**src/common/lsa_pkg.sv**
```systemverilog
package lsa_pkg;

    // -------------------------------------------------------------------
    // register offsets
    // -------------------------------------------------------------------
    localparam logic [7:0] OFF_PROX_OPT = 8'h0c;
    localparam logic [7:0] OFF_IR_SEL   = 8'h0e;
    localparam logic [7:0] OFF_AUX_SEL  = 8'h0f;
    localparam logic [7:0] OFF_VIS_REC  = 8'h10;
    localparam logic [7:0] OFF_VIS_GAIN = 8'h11;
    localparam logic [7:0] OFF_STATUS   = 8'h14;

    // -------------------------------------------------------------------
    // reset values and writable bits
    // -------------------------------------------------------------------
    localparam logic [7:0] RST_PROX_OPT  = 8'h04;
    localparam logic [7:0] RST_IR_SEL    = 8'h00;
    localparam logic [7:0] RST_AUX_SEL   = 8'h65;
    localparam logic [7:0] RST_VIS_REC   = 8'h70;
    localparam logic [7:0] RST_VIS_GAIN  = 8'h00;
    localparam logic [7:0] MASK_PROX_OPT = 8'h24;
    localparam logic [7:0] MASK_VIS_REC  = 8'h70;
    localparam logic [7:0] MASK_VIS_GAIN = 8'h07;

    // -------------------------------------------------------------------
    // field positions and input select codes
    // -------------------------------------------------------------------
    localparam int         PROX_RANGE_BIT = 5;
    localparam int         PROX_MODE_BIT  = 2;
    localparam int         VIS_REC_LSB    = 4;
    localparam int         VIS_REC_MSB    = 6;
    localparam int         VIS_GAIN_MSB   = 2;
    localparam logic [7:0] IR_SEL_SMALL   = 8'h00;
    localparam logic [7:0] IR_SEL_LARGE   = 8'h03;
    localparam logic [7:0] AUX_SEL_TEMP   = 8'h65;
    localparam logic [7:0] AUX_SEL_VDD    = 8'h75;

    // -------------------------------------------------------------------
    // timing
    // -------------------------------------------------------------------
    localparam int ADC_CLK_PERIOD_NS   = 50;
    localparam int CORE_CLK_PERIOD_NS  = 10;
    localparam int ADC_CLK_CORE_CYCLES =
        (ADC_CLK_PERIOD_NS + CORE_CLK_PERIOD_NS - 1) / CORE_CLK_PERIOD_NS;

    typedef enum logic [1:0] {
        LSA_KIND_VIS  = 2'b00,
        LSA_KIND_IR   = 2'b01,
        LSA_KIND_AUX  = 2'b10,
        LSA_KIND_PROX = 2'b11
    } lsa_kind_t;

    typedef enum logic [1:0] {
        LSA_ST_IDLE    = 2'b00,
        LSA_ST_RECOVER = 2'b01,
        LSA_ST_INTEG   = 2'b10
    } lsa_state_t;

    // recovery code to adc clocks: 1, 7, 15, 31 ... 511
    function automatic logic [9:0] rec_adc_clocks(input logic [2:0] code);
        logic [10:0] pow;
        pow = 11'h004 << code;
        if (code == 3'h0) begin
            rec_adc_clocks = 10'h001;
        end else begin
            rec_adc_clocks = 10'(pow - 11'h001);
        end
    endfunction : rec_adc_clocks

endpackage : lsa_pkg

```
**src/design/lsa_adc_input_cfg.sv**
```systemverilog
// Notes on behaviour
// [RQ1] range bit set selects high range, gain/14.5
// [RQ2] mode bit clear means raw adc conversions
// [RQ3] ir select 0x00 small, 0x03 large photodiode
// [RQ4] aux 0x65 temperature, 0x75 supply, ground referenced
// [RQ5] host treats temperature as relative only
// [RQ6] visible recovery 1..511 adc clocks times 2^gain
// [RQ7] host programs recovery as complement of gain
// [RQ8] options byte resets to 0x04
// [RQ9] aux select resets to 0x65
// [RQ10] visible recovery byte resets to 0x70
// [RQ11] early silicon: visible recovery also governs ir
// [RQ12] visible integration lengthened by 2^gain, max 128
//
// Decided for this implementation: the address-and-strobe port.
module lsa_adc_input_cfg
    import lsa_pkg::*;
#(
    parameter bit         EARLY_SILICON    = 1'b1,
    parameter int         ADC_CLK_CYCLES   = ADC_CLK_CORE_CYCLES,
    parameter int         INTEG_ADC_CLOCKS = 16,
    parameter logic [7:0] VIS_MUX_CODE     = 8'h00
)
(
    input  wire logic       core_clk_in,
    input  wire logic       reset_in,
    input  wire logic [7:0] addr_in,
    input  wire logic [7:0] wr_data_in,
    input  wire logic       wr_en_in,
    input  wire logic       rd_en_in,
    output logic      [7:0] rd_data_out,
    input  wire logic       meas_req_in,
    input  wire logic [1:0] meas_kind_in,
    input  wire logic [7:0] prox_mux_in,
    input  wire logic [2:0] ir_rec_code_in,
    input  wire logic [2:0] ir_gain_in,
    output logic      [7:0] adc_mux_out,
    output logic            adc_ref_gnd_out,
    output logic            adc_sample_out,
    output logic      [2:0] gain_shift_out,
    output logic            prox_high_range_out,
    output logic            prox_raw_mode_out,
    output logic            busy_out,
    output logic            meas_done_out
);

    // -------------------------------------------------------------------
    // register file
    // -------------------------------------------------------------------
    logic [7:0]  prox_opt_w;
    logic [7:0]  ir_sel_w;
    logic [7:0]  aux_sel_w;
    logic [7:0]  vis_rec_w;
    logic [7:0]  vis_gain_w;
    logic [7:0]  status_w;
    lsa_state_t  state_r;
    lsa_kind_t   kind_r;
    logic [19:0] cnt_r;
    logic [19:0] integ_r;

    assign status_w = {5'h00, busy_out, kind_r};

    lsa_cfg_regs u_regs (
        .core_clk_in  (core_clk_in),
        .reset_in     (reset_in),
        .wr_en_in     (wr_en_in),
        .rd_en_in     (rd_en_in),
        .addr_in      (addr_in),
        .wr_data_in   (wr_data_in),
        .status_in    (status_w),
        .prox_opt_out (prox_opt_w),
        .ir_sel_out   (ir_sel_w),
        .aux_sel_out  (aux_sel_w),
        .vis_rec_out  (vis_rec_w),
        .vis_gain_out (vis_gain_w),
        .rd_data_out  (rd_data_out)
    );

    // -------------------------------------------------------------------
    // cycle arithmetic
    // -------------------------------------------------------------------
    // adc clocks to core cycles, scaled by 2^shift; 20 bits hold 511*5*128
    function automatic logic [19:0] scale_cycles(input logic [9:0] adc_clks,
                                                 input logic [2:0] shift);
        logic [19:0] base;
        base = 20'(adc_clks) * 20'(ADC_CLK_CYCLES);
        scale_cycles = base << shift;
    endfunction : scale_cycles

    logic [2:0]  vis_rec_code_w;
    logic [2:0]  vis_gain_code_w;
    logic [19:0] vis_rec_cycles_w;
    logic [19:0] ir_rec_cycles_w;
    logic [19:0] vis_integ_w;
    logic [19:0] plain_integ_w;
    logic        accept_w;

    assign vis_rec_code_w  = vis_rec_w[VIS_REC_MSB:VIS_REC_LSB];
    assign vis_gain_code_w = vis_gain_w[VIS_GAIN_MSB:0];
    // recovery stretched by the visible gain code
    assign vis_rec_cycles_w = scale_cycles(rec_adc_clocks(vis_rec_code_w),
                                           vis_gain_code_w);          // RQ6
    // older parts have no separate ir recovery; the visible one rules
    assign ir_rec_cycles_w = EARLY_SILICON ? vis_rec_cycles_w         // RQ11
        : scale_cycles(rec_adc_clocks(ir_rec_code_in), ir_gain_in);
    assign vis_integ_w   = scale_cycles(10'(INTEG_ADC_CLOCKS),
                                        vis_gain_code_w);             // RQ12
    assign plain_integ_w = scale_cycles(10'(INTEG_ADC_CLOCKS), 3'h0);
    // requests while busy are dropped, the sequencer must wait for done
    assign accept_w = meas_req_in && (state_r == LSA_ST_IDLE);

    // -------------------------------------------------------------------
    // measurement sequencer
    // -------------------------------------------------------------------
    // settings are latched at acceptance so a write mid-run cannot tear
    // the recovery or integration length
    always_ff @(posedge core_clk_in or posedge reset_in) begin
        if (reset_in) begin
            state_r <= LSA_ST_IDLE;
            kind_r  <= LSA_KIND_VIS;
            cnt_r   <= 20'h00000;
            integ_r <= 20'h00000;
        end else begin
            case (state_r)
                LSA_ST_IDLE: begin
                    if (accept_w) begin
                        kind_r <= lsa_kind_t'(meas_kind_in);
                        case (lsa_kind_t'(meas_kind_in))
                            LSA_KIND_VIS: begin
                                state_r <= LSA_ST_RECOVER;
                                cnt_r   <= vis_rec_cycles_w - 20'h1; // RQ6
                                integ_r <= vis_integ_w;             // RQ12
                            end
                            LSA_KIND_IR: begin
                                state_r <= LSA_ST_RECOVER;
                                cnt_r   <= ir_rec_cycles_w - 20'h1; // RQ11
                                integ_r <= plain_integ_w;
                            end
                            default: begin
                                state_r <= LSA_ST_INTEG;
                                cnt_r   <= plain_integ_w - 20'h1;
                                integ_r <= plain_integ_w;
                            end
                        endcase
                    end
                end
                LSA_ST_RECOVER: begin
                    if (cnt_r == 20'h00000) begin
                        state_r <= LSA_ST_INTEG;
                        cnt_r   <= integ_r - 20'h1;
                    end else begin
                        cnt_r <= cnt_r - 20'h1;
                    end
                end
                LSA_ST_INTEG: begin
                    if (cnt_r == 20'h00000) begin
                        state_r <= LSA_ST_IDLE;
                    end else begin
                        cnt_r <= cnt_r - 20'h1;
                    end
                end
                default: state_r <= LSA_ST_IDLE;
            endcase
        end
    end

    // -------------------------------------------------------------------
    // adc input routing
    // -------------------------------------------------------------------
    // mux code is held for the whole run, set at acceptance
    always_ff @(posedge core_clk_in or posedge reset_in) begin
        if (reset_in) begin
            adc_mux_out     <= 8'h00;
            adc_ref_gnd_out <= 1'b0;
            gain_shift_out  <= 3'h0;
        end else if (accept_w) begin
            adc_ref_gnd_out <= 1'b0;
            gain_shift_out  <= 3'h0;
            case (lsa_kind_t'(meas_kind_in))
                LSA_KIND_VIS: begin
                    adc_mux_out    <= VIS_MUX_CODE;
                    gain_shift_out <= vis_gain_code_w;              // RQ12
                end
                LSA_KIND_IR:  adc_mux_out <= ir_sel_w;              // RQ3
                LSA_KIND_AUX: begin
                    adc_mux_out     <= aux_sel_w;                   // RQ4
                    adc_ref_gnd_out <= 1'b1;                        // RQ4
                end
                default:      adc_mux_out <= prox_mux_in;
            endcase
        end
    end

    // -------------------------------------------------------------------
    // status outputs
    // -------------------------------------------------------------------
    // done is a single pulse on the last integration cycle's edge
    always_ff @(posedge core_clk_in or posedge reset_in) begin
        if (reset_in) begin
            busy_out       <= 1'b0;
            adc_sample_out <= 1'b0;
            meas_done_out  <= 1'b0;
        end else begin
            busy_out       <= accept_w ||
                              (state_r == LSA_ST_RECOVER) ||
                              (state_r == LSA_ST_INTEG &&
                               cnt_r != 20'h00000);
            adc_sample_out <= (accept_w && meas_kind_in[1]) ||
                              (state_r == LSA_ST_RECOVER &&
                               cnt_r == 20'h00000) ||
                              (state_r == LSA_ST_INTEG &&
                               cnt_r != 20'h00000);
            meas_done_out  <= (state_r == LSA_ST_INTEG) &&
                              (cnt_r == 20'h00000);
        end
    end

    // -------------------------------------------------------------------
    // proximity converter options
    // -------------------------------------------------------------------
    always_ff @(posedge core_clk_in or posedge reset_in) begin
        if (reset_in) begin
            prox_high_range_out <= 1'b0;
            prox_raw_mode_out   <= 1'b0;
        end else begin
            prox_high_range_out <= prox_opt_w[PROX_RANGE_BIT];      // RQ1
            prox_raw_mode_out   <= !prox_opt_w[PROX_MODE_BIT];      // RQ2
        end
    end

    // -------------------------------------------------------------------
    // checks
    // -------------------------------------------------------------------
    logic first_r;

    always_ff @(posedge core_clk_in or posedge reset_in) begin
        if (reset_in) begin
            first_r <= 1'b1;
        end else begin
            first_r <= 1'b0;
        end
    end

    property p_range;
        @(posedge core_clk_in) disable iff (reset_in)
        ##1 prox_high_range_out == $past(prox_opt_w[PROX_RANGE_BIT]);
    endproperty
    a_range: assert property (p_range) // RQ1
        else $error("high range flag does not follow option bit");

    property p_raw_mode;
        @(posedge core_clk_in) disable iff (reset_in)
        $changed(prox_opt_w[PROX_MODE_BIT]) |=>
            prox_raw_mode_out != $past(prox_opt_w[PROX_MODE_BIT]);
    endproperty
    a_raw_mode: assert property (p_raw_mode) // RQ2
        else $error("raw mode flag is not the inverse of mode bit");

    property p_ir_route;
        @(posedge core_clk_in) disable iff (reset_in)
        accept_w && meas_kind_in == LSA_KIND_IR |=>
            adc_mux_out == $past(ir_sel_w) && !adc_ref_gnd_out
            throughout (busy_out [*2]);
    endproperty
    a_ir_route: assert property (p_ir_route) // RQ3
        else $error("ir measurement routed wrong input");

    property p_aux_route;
        @(posedge core_clk_in) disable iff (reset_in)
        accept_w && meas_kind_in == LSA_KIND_AUX |=>
            adc_mux_out == $past(aux_sel_w) && adc_ref_gnd_out;
    endproperty
    a_aux_route: assert property (p_aux_route) // RQ4
        else $error("aux measurement not routed to ground reference");

    property p_vis_recover;
        @(posedge core_clk_in) disable iff (reset_in)
        accept_w && meas_kind_in == LSA_KIND_VIS |=>
            state_r == LSA_ST_RECOVER &&
            cnt_r == $past(vis_rec_cycles_w) - 20'h1;
    endproperty
    a_vis_recover: assert property (p_vis_recover) // RQ6
        else $error("visible recovery length wrong");

    property p_recover_end;
        @(posedge core_clk_in) disable iff (reset_in)
        state_r == LSA_ST_RECOVER && cnt_r == 20'h00000 |=>
            state_r == LSA_ST_INTEG && adc_sample_out ##1 busy_out;
    endproperty
    a_recover_end: assert property (p_recover_end) // RQ6
        else $error("integration did not follow recovery");

    property p_opt_reset;
        @(posedge core_clk_in) disable iff (reset_in)
        first_r |-> prox_opt_w == RST_PROX_OPT;
    endproperty
    a_opt_reset: assert property (p_opt_reset) // RQ8
        else $error("options byte reset value wrong");

    property p_aux_reset;
        @(posedge core_clk_in) disable iff (reset_in)
        first_r |-> aux_sel_w == RST_AUX_SEL;
    endproperty
    a_aux_reset: assert property (p_aux_reset) // RQ9
        else $error("aux select reset value wrong");

    property p_rec_reset;
        @(posedge core_clk_in) disable iff (reset_in)
        first_r |-> vis_rec_w == RST_VIS_REC;
    endproperty
    a_rec_reset: assert property (p_rec_reset) // RQ10
        else $error("visible recovery reset value wrong");

    property p_ir_early;
        @(posedge core_clk_in) disable iff (reset_in)
        accept_w && meas_kind_in == LSA_KIND_IR && EARLY_SILICON |=>
            cnt_r == $past(vis_rec_cycles_w) - 20'h1;
    endproperty
    a_ir_early: assert property (p_ir_early) // RQ11
        else $error("ir recovery ignores visible setting on early part");

    property p_vis_integ;
        @(posedge core_clk_in) disable iff (reset_in)
        accept_w && meas_kind_in == LSA_KIND_VIS |=>
            integ_r == $past(vis_integ_w) &&
            gain_shift_out == $past(vis_gain_code_w);
    endproperty
    a_vis_integ: assert property (p_vis_integ) // RQ12
        else $error("visible integration not scaled by gain");

    property p_done_pulse;
        @(posedge core_clk_in) disable iff (reset_in)
        meas_done_out |-> !busy_out ##1 !meas_done_out;
    endproperty
    a_done_pulse: assert property (p_done_pulse)
        else $error("done is not a single pulse");

endmodule : lsa_adc_input_cfg

```
**src/design/lsa_cfg_regs.sv**
```systemverilog
// configuration register store; read data come out of a flop
module lsa_cfg_regs
    import lsa_pkg::*;
(
    input  wire logic       core_clk_in,
    input  wire logic       reset_in,
    input  wire logic       wr_en_in,
    input  wire logic       rd_en_in,
    input  wire logic [7:0] addr_in,
    input  wire logic [7:0] wr_data_in,
    input  wire logic [7:0] status_in,
    output logic      [7:0] prox_opt_out,
    output logic      [7:0] ir_sel_out,
    output logic      [7:0] aux_sel_out,
    output logic      [7:0] vis_rec_out,
    output logic      [7:0] vis_gain_out,
    output logic      [7:0] rd_data_out
);

    // -------------------------------------------------------------------
    // storage
    // -------------------------------------------------------------------
    // reserved bits are masked at write so they always read zero
    always_ff @(posedge core_clk_in or posedge reset_in) begin
        if (reset_in) begin
            prox_opt_out <= RST_PROX_OPT;                   // RQ8
            ir_sel_out   <= RST_IR_SEL;
            aux_sel_out  <= RST_AUX_SEL;                    // RQ9
            vis_rec_out  <= RST_VIS_REC;                    // RQ10
            vis_gain_out <= RST_VIS_GAIN;
        end else if (wr_en_in) begin
            case (addr_in)
                OFF_PROX_OPT: prox_opt_out <= wr_data_in & MASK_PROX_OPT;
                OFF_IR_SEL:   ir_sel_out   <= wr_data_in;
                OFF_AUX_SEL:  aux_sel_out  <= wr_data_in;
                OFF_VIS_REC:  vis_rec_out  <= wr_data_in & MASK_VIS_REC;
                OFF_VIS_GAIN: vis_gain_out <= wr_data_in & MASK_VIS_GAIN;
                default: ;
            endcase
        end
    end

    // -------------------------------------------------------------------
    // read port
    // -------------------------------------------------------------------
    // data stand one cycle only; unmapped offsets read zero
    always_ff @(posedge core_clk_in or posedge reset_in) begin
        if (reset_in) begin
            rd_data_out <= 8'h00;
        end else if (rd_en_in) begin
            case (addr_in)
                OFF_PROX_OPT: rd_data_out <= prox_opt_out;
                OFF_IR_SEL:   rd_data_out <= ir_sel_out;
                OFF_AUX_SEL:  rd_data_out <= aux_sel_out;
                OFF_VIS_REC:  rd_data_out <= vis_rec_out;
                OFF_VIS_GAIN: rd_data_out <= vis_gain_out;
                OFF_STATUS:   rd_data_out <= status_in;
                default:      rd_data_out <= 8'h00;
            endcase
        end else begin
            rd_data_out <= 8'h00;
        end
    end

endmodule : lsa_cfg_regs

```
**config.mk**
```make
export PLATFORM = sky130hd
export DESIGN_NAME = lsa_adc_input_cfg
export DESIGN_NICKNAME = d
export VERILOG_FILES = /design/src/common/lsa_pkg.sv /design/src/design/lsa_adc_input_cfg.sv /design/src/design/lsa_cfg_regs.sv
export SDC_FILE = /design/constraint.sdc
export NUM_CORES = 1
export LEC_CHECK = 0
export BUFFER_PORTS_ARGS = -buffer_cell sky130_fd_sc_hd__buf_2
export CAP_MARGIN = 0
export CORE_MARGIN = 2
export CORE_UTILIZATION = 40
export DETAILED_ROUTE_END_ITERATION = 10
export GPL_ROUTABILITY_DRIVEN = 0
export PLACE_DENSITY = 0.57
export SETUP_SLACK_MARGIN = 0.05
export SLEW_MARGIN = 5
export SYNTH_ARGS = -nofsm -noshare
export SYNTH_HDL_FRONTEND = slang
export SYNTH_SLANG_ARGS = --single-unit
```
**constraint.sdc**
```tcl
create_clock -name core_clk_in -period 4.2 [get_ports core_clk_in]
set_clock_uncertainty 0.05 [all_clocks]
set_input_delay 0.21 -clock core_clk_in [delete_from_list [all_inputs] [get_ports core_clk_in]]
set_output_delay 0.21 -clock core_clk_in [all_outputs]
set_load 0.02 [all_outputs]
```
==> results of run 1 <==
==> sequential cells by signal, indices dropped and copies added, names as in the netlist, 2 cells and up <==
signal / flops
state_r: 2
integ_r: 10
u_regs.aux_sel_out: 8
gain_shift_out: 3
adc_mux_out: 8
u_regs.ir_sel_out: 8
u_regs.rd_data_out: 8
cnt_r: 20
u_regs.vis_gain_out: 3
u_regs.vis_rec_out: 3
u_regs.prox_opt_out: 2
kind_r: 2
==> metal layers <==
metal | part of all wire | vias up | routed length [microns] | GRT usage
li1 | - | 2698 | - | -
met5 | 0 | - | 0 | 0
met3 | 0.042 | 6 | 713 | 0.0380
met4 | 0.0049 | 0 | 84 | 0.0336
met1 | 0.47 | 2780 | 7970 | 0.294
met2 | 0.48 | 130 | 8210 | 0.353
==> power groups by stage <==
stage          Sequential (mW)  Combinational (mW)  Clock, mW
2_1_floorplan            0.837               0.185          0
3_3_place_gp             0.843               0.245          0
3_5_place_dp             0.844               0.251          0
4_1_cts                  0.829               0.252      0.900
5_1_grt                  0.831               0.284      0.936
6_report                 0.829               0.258      0.887
==> cells in the final DEF (no fill, tap or decap), types with 13 or more instances in the layout <==
cell     instances
a31oi_1         13
o21ai_0         44
xnor2_1         17
mux2_2          29
nor3_1          22
inv_1           27
buf_2           55
nand3_1         18
mux2i_1         15
nand2_1         66
o22ai_1         13
ha_1            15
nor2_1          66
buf_4           20
dfrtp_1         75
a21oi_1         50
==> per-stage QoR <==
stage / setup WS [ps] / instance area [sq um] / power (mW) / utilization
6_report: 265 / 6870 / 1.97 / 0.471
4_1_cts: 159 / 6790 / 1.98 / 0.466
2_1_floorplan: 247 / 6010 / 1.02 / -
3_5_place_dp: 162 / 6460 / 1.09 / 0.443
3_3_place_gp: 275 / 6460 / 1.09 / 0.443
5_1_grt: 9.42 / 6870 / 2.05 / 0.471
==> worst max-delay path, delay by kind of cell (launching register included) <==
| family | cells | cell delay (ps) |
|---|---|---|
| compound gates | 4 | 690 |
| xor+xnor | 1 | 210 |
| fa+ha+maj | 2 | 630 |
| buf+inv | 3 | 490 |
| flops | 1 | 390 |
| simple gates | 6 | 1370 |
==> cell families after synthesis <==
logic type               Yosys count  synth area share
AND/OR/NAND/NOR                  255             0.215
adder cells (fa/ha/maj)           15            0.0312
other                              1          0.000623
multiplexers                      44            0.0793
buffers and inverters             73            0.0495
AO/OA/AOI/OAI                    209             0.234
XOR/XNOR                          29            0.0435
flip-flops                        83             0.347
==> path summary, 6_finish.rpt <==
kind | to | slack [ps]
max | cnt_r[13] | 270
min | state_r[1] | -9
max reg2reg | cnt_r[13] | 270
min reg2reg | prox_high_range_out | 360
max in group asynchronous | u_regs.aux_sel_out[2] | 3120
min in group core_clk_in | u_regs.aux_sel_out[3] | 60
==> final cells by class <==
class / instances / area share
multi-input cells: 553 / 0.537
well taps: 184 / 0.0335
clock buffers: 9 / 0.0328
inverters: 29 / 0.0160
repair buffers: 75 / 0.0619
flip-flops and latches: 83 / 0.304
clock inverters: 7 / 0.0155
==> timing repair <==
item                       in CTS  in global routing
setup buffers                   0                  3
setup endpoints to repair       0                 12
gates resized for setup         0                 13
==> impl_metrics.yaml, run 1 <==
outcome:
  status: "finished with violations"
  violations: "negative hold slack"
placed_design:
  placed_cells: 921
  numPortBuffers: 55
  hpwlAfterDp_microns: 12200
synthesis:
  ys_seq_elements: 83
  synthTopCellsByCount: "75 x dfrtp_1, 67 x nand2_1, 66 x nor2_1, 51 x a21oi_1, 44 x o21ai_0"
  synth_area_per_cell_sq_um: 8.48
  synthDistinctLibCells: 78
  synth_most_common_cell: "dfrtp_1"
  yosysWarnings: 0
  yosys.area.top_type: "dfrtp_1"
  synth_top_area_share: 0.312
  synth-main-ff-cell: "dfrtp_1"
  synth_top_cells_by_area: "dfrtp_1 31%, mux2_2 5.4%, a21oi_1 4.2%, nand2_1 4.2%, nor2_1 4.1%"
  async_reset_ff_frac: 1.00
  synthesis.area_sq_um: 6010
  syn-num-nets: 761
  synth_edf_count: 0
  ys_seq_area_frac: 0.347
  synthCells: 709
sta:
  tns_ps: 0
  finalCritPeriodShare: 0.937
  drv_slew: 0
  clock.fmax_mhz: 254
  finalSetupViolCount: 0
  holdWs_ps: -9.27
  hold_viol_final: 5
  rsz0062_at_grt: "true"
  tightest_slew_ps: 971
  relSlewSlack: 0.353
  period_needed_ps: 3930
clock_tree:
  clockRootBuffer: "clkbuf_16"
  cts_hold_buf: 0
  h-tree-depth: 3
  clk_latency_ps: 340
  cts_buffers: 9
  clockBufferDepth: 2
  clk_pin_slew_worst_paths_ps: 70
  cts_sinks: 83
  cts_tree: "yes"
min_path:
  hold_class: "in2async"
power_and_ir_drop:
  ir_drop_mv: 0.184
  power.share.clock: 0.449
  powerDensity_nw_per_um2: 287
  p_leak_nw: 3.06
  switchingPower_mw: 0.527
  swShare: 0.267
  seqPwrFrac: 0.420
  power_frac_comb: 0.131
  internal_power_mw: 1.45
setup_path:
  path_common_cell: "buf_4"
  critPathMaxFanout: 7
  reg2reg_depth: 16
  cp_slowest_cell: "or4b_2"
  cp-start-kind: "flop"
  cp.arrival_ps: 4100
  cp.required_ps: 4360
  r2r_start: "u_regs.vis_rec_out[4]"
  crit_start: "u_regs.vis_rec_out[4]"
  critPathKind: "reg2reg"
  path_cells: "or2_2 -> and2_1 -> ha_1 -> ha_1 -> a21oi_1 -> buf_4 -> o211ai_1 -> buf_4 -> nand3_1 -> or4b_2 -> o21a_2 -> nand4_2 -> buf_4 -> nor3_1 -> xnor2_1 -> o22ai_1"
  end_kind: "flop"
  cp_slowest_stage_delay_ps: 670
finish:
  drive_gt1_frac: 0.214
  nets: 803
  seq_area_sq_um: 2090
  multiInputGateArea_sq_um: 3690
  syn2layout_area_growth_pct: 14.3
  final_cells: 940
  fill_cells: 1440
  antenna_cells: 0
global_routing:
  antenna_found_initial: 0
  grt_pass1_vias: 5377
  grtUsageTotal: 0.212
  grt_start_max_net_pins: 54
  grt_first_pass_wirelength_microns: 27900
  grt-ovfl-total: 0
route:
  routed_wl_microns: 17000
  ant_nets: 0
  drt-pass1-iter-count: 8
  via_count: 5614
  drt-initial-drc-count: 527
  wl_per_cell_microns: 18.1
  post-route-drc-count: 0
  via_per_inst: 5.97
floorplanning:
  core_sq_um: 14600
  pin_count: 62
  initial_utilization: 0.412
  die_y_microns: 127
  rows: 44
  design.die.area_sq_um: 16000
  die_x_microns: 127
flow_run:
  cap_violations: 0
Power figures use the tool's default switching activity.
==> run 2, diff against run 1 <==
CORE_UTILIZATION = 54   (was 40)
PLACE_DENSITY = 0.74   (was 0.57)
==> impl_metrics.yaml, run 2 (same netlist as run 1, synthesis figures left out) <==
route:
  wl_per_cell_microns: 18.1
  post-route-drc-count: 0
  routed_wl_microns: 16200
  drt-initial-drc-count: 641
  ant_nets: 0
  via_count: 5755
  via_per_inst: 6.44
  drt-pass1-iter-count: 5
clock_tree:
  clk_pin_slew_worst_paths_ps: 90
  cts_sinks: 83
  cts_buffers: 9
  h-tree-depth: 3
  clockBufferDepth: 2
  clk_latency_ps: 360
  clockRootBuffer: "clkbuf_8"
  cts_tree: "yes"
power_and_ir_drop:
  p_leak_nw: 2.98
  p_total_mw: 1.67
  powerDensity_nw_per_um2: 251
  ir_drop_mv: 0.231
flow_run:
  cap_violations: 0
global_routing:
  grt_start_max_net_pins: 44
  grt_pass1_vias: 5237
  antenna_found_initial: 0
  grtUsageTotal: 0.272
  grt-ovfl-total: 0
  grt_first_pass_wirelength_microns: 25900
finish:
  final_util: 0.616
  largest_register: "cnt_r"
  finalInstanceArea_sq_um: 6670
  largest_register_ffs: 20
  seq_area_sq_um: 2090
  antenna_cells: 0
  fill_cells: 954
  layout_common_cells: "75 x dfrtp_1, 67 x nand2_1, 66 x nor2_1, 55 x buf_2, 48 x a21oi_1"
  final_cells: 893
  syn2layout_area_growth_pct: 11.0
  largestRegisters: "cnt_r x20, integ_r x10"
  drive_gt1_frac: 0.208
  multiInputGateArea_sq_um: 3700
  layout_commonest_cell: "dfrtp_1"
  nets: 800
sta:
  clock.fmax_mhz: 251
  finalCritPeriodShare: 0.948
  relSlewSlack: 0.422
  tightest_slew_ps: 866
  drv_slew: 0
  period_needed_ps: 3980
  hold_viol_final: 0
  finalSetupViolCount: 0
setup_path:
  cp.required_ps: 4390
  path_cells: "or2_2 -> and2_1 -> ha_1 -> ha_4 -> nand3b_1 -> o211ai_1 -> a31oi_1 -> xnor2_1 -> a211oi_2 -> nand2_1 -> or4_1 -> xor2_1 -> o221ai_2"
  cp.arrival_ps: 4170
  cp_slowest_cell: "or4_1"
  cp_slowest_stage_delay_ps: 550
  critPathMaxFanout: 5
  end_kind: "flop"
  critPathKind: "reg2reg"
  cp-start-kind: "flop"
placed_design:
  numPortBuffers: 55
  placed_cell_area_sq_um: 6380
  placed_cells: 874
  hpwlAfterDp_microns: 11600
floorplanning:
  die_y_microns: 110
  core_sq_um: 10800
  initial_utilization: 0.555
  die_x_microns: 110
  design.die.area_sq_um: 12000
  pin_count: 62
  rows: 38
min_path:
  hold_class: "in2reg"
outcome:
  status: "finished clean"
[run 2: changes by cell type in the layout (fill, tap and decap cells not counted), moves of 2 or more]
cell | before | now
buf_4 | 20 | 16
clkbuf_16 | 9 | 0
a21oi_1 | 50 | 48
clkinvlp_4 | 0 | 3
inv_6 | 3 | 1
clkbuf_8 | 0 | 9
[run 2: worst max-delay path, delay by kind of cell, from the launching register on]
kind | cells | cell delay (ps)
compound gates | 4 | 1050
fa+ha+maj | 2 | 640
xor+xnor | 2 | 360
flops | 1 | 400
simple gates | 5 | 1360
[run 2: repair_timing]
action,4_1_cts,5_1_grt
pin swaps,0,5
endpoints found under the setup margin,2,8
hold buffers,1,0
endpoints found under the hold margin,41,0
gates resized for setup,1,12
setup buffers,0,2
[run 2: routing by layer]
layer	vias up	GRT usage	routed length, microns
met1	2822	0.376	7270
met3	21	0.0368	827
met4	0	0.0759	229
li1	2687	-	-
met2	225	0.448	7880
met5	-	0	0
[run 2: final timing paths]
kind | slack [ps] | depth (start not counted) | end | startpoint
setup / recovery | 220 | 13 | cnt_r[17] | u_regs.vis_rec_out[4]
hold / removal | 40 | 2 | u_regs.ir_sel_out[7] | wr_data_in[7]
setup reg to reg | 220 | 13 | cnt_r[17] | u_regs.vis_rec_out[4]
hold reg to reg | 380 | 0 | prox_high_range_out | u_regs.prox_opt_out[5]
max in group asynchronous | 2600 | 4 | u_regs.aux_sel_out[0] | reset_in
min in group asynchronous | 470 | 3 | state_r[1] | reset_in
[run 2: layout make-up]
class | count | share of cell area
inverters | 29 | 0.0165
flip-flops and latches | 83 | 0.313
multi-input cells | 553 | 0.554
clock inverters | 6 | 0.0109
repair buffers | 72 | 0.0607
clock buffers | 10 | 0.0191
well taps | 140 | 0.0262
[run 2: where the power goes]
group	switching [mW]	internal (mW)	total [mW]
combinational	0.155	0.101	0.255
clock	0.309	0.281	0.590
sequential	0.0145	0.813	0.828
total	0.478	1.20	1.67
[run 2: stage by stage]
stage                     setup TNS [ps]  setup slack, ps  hold WS, ps
after floorplan                        0              247          298
after global placement                 0              120          316
after detailed placement           -5.63            -5.63          322
after CTS                              0              128         27.5
after global routing               -41.3            -41.3         39.1
final                                  0              219         40.9
==> run 3, diff against run 2 <==
CORE_UTILIZATION = 55   (was 54)
PLACE_DENSITY = 0.75   (was 0.74)
SYNTH_HIERARCHICAL = 1   (was default)
==> impl_metrics.yaml, run 3 <==
floorplanning:
  rows: 39
  initial_utilization: 0.565
  pin_count: 62
  die_x_microns: 113
  design.die.area_sq_um: 12700
  core_sq_um: 11500
  die_y_microns: 113
setup_path:
  cp_slowest_cell: "dfstp_2"
  critPathMaxFanout: 7
  cp.arrival_ps: 4170
  cp_slowest_stage_delay_ps: 580
  cp.required_ps: 4370
  path_cells: "buf_4 -> and2_1 -> ha_1 -> ha_1 -> and4b_1 -> and2_4 -> o21ai_2 -> nor3_1 -> a2111oi_0 -> and3_4 -> nor4b_4 -> a211oi_1 -> or3_1"
  r2r_start: "u_regs/vis_rec_out[6]"
  path_common_cell: "ha_1"
  cp-start-kind: "flop"
  reg2reg_depth: 13
  end_kind: "flop"
  reg2reg_setup_slack_ps: 200
  reg2reg_to: "cnt_r[18]"
  critPathKind: "reg2reg"
clock_tree:
  clk_latency_ps: 350
  cts_hold_buf: 0
  cts_buffers: 9
  cts_sinks: 83
  clockRootBuffer: "clkbuf_16"
  h-tree-depth: 3
  cts_tree: "yes"
  clk_pin_slew_worst_paths_ps: 70
  clockBufferDepth: 2
power_and_ir_drop:
  ir_drop_mv: 0.281
  powerDensity_nw_per_um2: 266
  p_leak_nw: 3.19
sta:
  tns_ps: 0
  clock.fmax_mhz: 250
  finalSetupViolCount: 0
  relSlewSlack: 0.239
  finalCritPeriodShare: 0.952
  holdWs_ps: -14.6
  tightest_slew_ps: 1130
  period_needed_ps: 4000
  drv_slew: 0
  hold_viol_final: 24
  rsz0062_at_grt: "true"
finish:
  antenna_cells: 0
  syn2layout_area_growth_pct: 10.3
  largest_register: "cnt_r"
  largestRegisters: "cnt_r x20, integ_r x10"
  drive_gt1_frac: 0.222
  finalInstanceArea_sq_um: 7150
  layout_commonest_cell: "nand2_1"
  nets: 837
  largest_register_ffs: 20
  layout_common_cells: "81 x nand2_1, 75 x dfrtp_1, 55 x buf_2, 54 x o21ai_0, 46 x nor2_1"
synthesis:
  yosysWarnings: 6
  synthCells: 744
  synthesis.area_sq_um: 6480
  synth_area_per_cell_sq_um: 8.71
outcome:
  status: "finished with violations"
  violations: "negative hold slack"
global_routing:
  antenna_found_initial: 0
  grt_start_max_net_pins: 52
  grt_first_pass_wirelength_microns: 28500
  grt_pass1_vias: 5764
  grtUsageTotal: 0.275
  use_met2: 0.428
  gr-usage-met1: 0.389
  grt_use_met3: 0.0405
  grt.busiest_layer: "met2"
  grt-ovfl-total: 0
route:
  via_per_inst: 6.53
  drt-initial-drc-count: 757
  drt-pass1-iter-count: 8
  via_count: 6076
  routed_wl_microns: 17500
  ant_nets: 0
  wl_per_cell_microns: 18.8
  post-route-drc-count: 0
min_path:
  hold_class: "in2async"
placed_design:
  numPortBuffers: 55
  placed_cell_area_sq_um: 6810
  hpwlAfterDp_microns: 12900
flow_run:
  cap_violations: 0
run 3: area by class of cell:
cell class,count,area (sq um)
clock buffer,9,225
tap,143,179
fill,967,4320
sequential,83,2090
inverter,19,71.3
timing repair buffer,72,403
multi-input combinational,598,4110
clock inverter,7,71.3
run 3: report_power, final:
part           leakage, nW  internal (mW)  switching [mW]  total [mW]
clock                0.139          0.417           0.360       0.777
sequential            1.09          0.814          0.0140       0.828
combinational         1.96          0.117           0.179       0.296
total                 3.19           1.35           0.553        1.90
run 3: critical path: cells and delay by family, from the launching register on:
family                   cells  cell delay (ps)
AND/OR/NAND/NOR              7             1630
adder cells (fa/ha/maj)      2              660
AO/OA/AOI/OAI                3              800
buffers and inverters        1              160
flip-flops                   1              580
run 3: how the worst max path moves through the flow:
stage,startpoint,to,slack (ps),cells after the start
floorplan,u_regs/vis_rec_out[5],cnt_r[18],210,16
global placement,u_regs/vis_rec_out[6],cnt_r[18],300,13
detailed placement,u_regs/vis_rec_out[6],cnt_r[17],190,13
CTS,u_regs/vis_rec_out[6],cnt_r[17],170,13
global route,u_regs/vis_rec_out[6],cnt_r[18],2,14
finish,u_regs/vis_rec_out[6],cnt_r[18],200,13
run 3: per-stage QoR:
stage,power [mW],std cells,util,setup slack (ps)
after floorplan,1.05,749,-,207
after CTS,1.90,926,0.619,168
after detailed placement,1.13,910,0.593,186
after global routing,1.97,931,0.623,1.87
final,1.90,931,0.623,202
after global placement,1.12,910,0.593,303
run 3: what timing repair did:
action                                  4_1_cts  5_1_grt
buffers inserted                              0        5
resized for setup                             0        2
endpoints found under the setup margin        0        4
run 3: routing by layer:
layer,share of wire,vias up
met2,0.47,263
met3,0.059,34
met4,0.021,0
met1,0.45,2920
met5,0,-
li1,-,2859
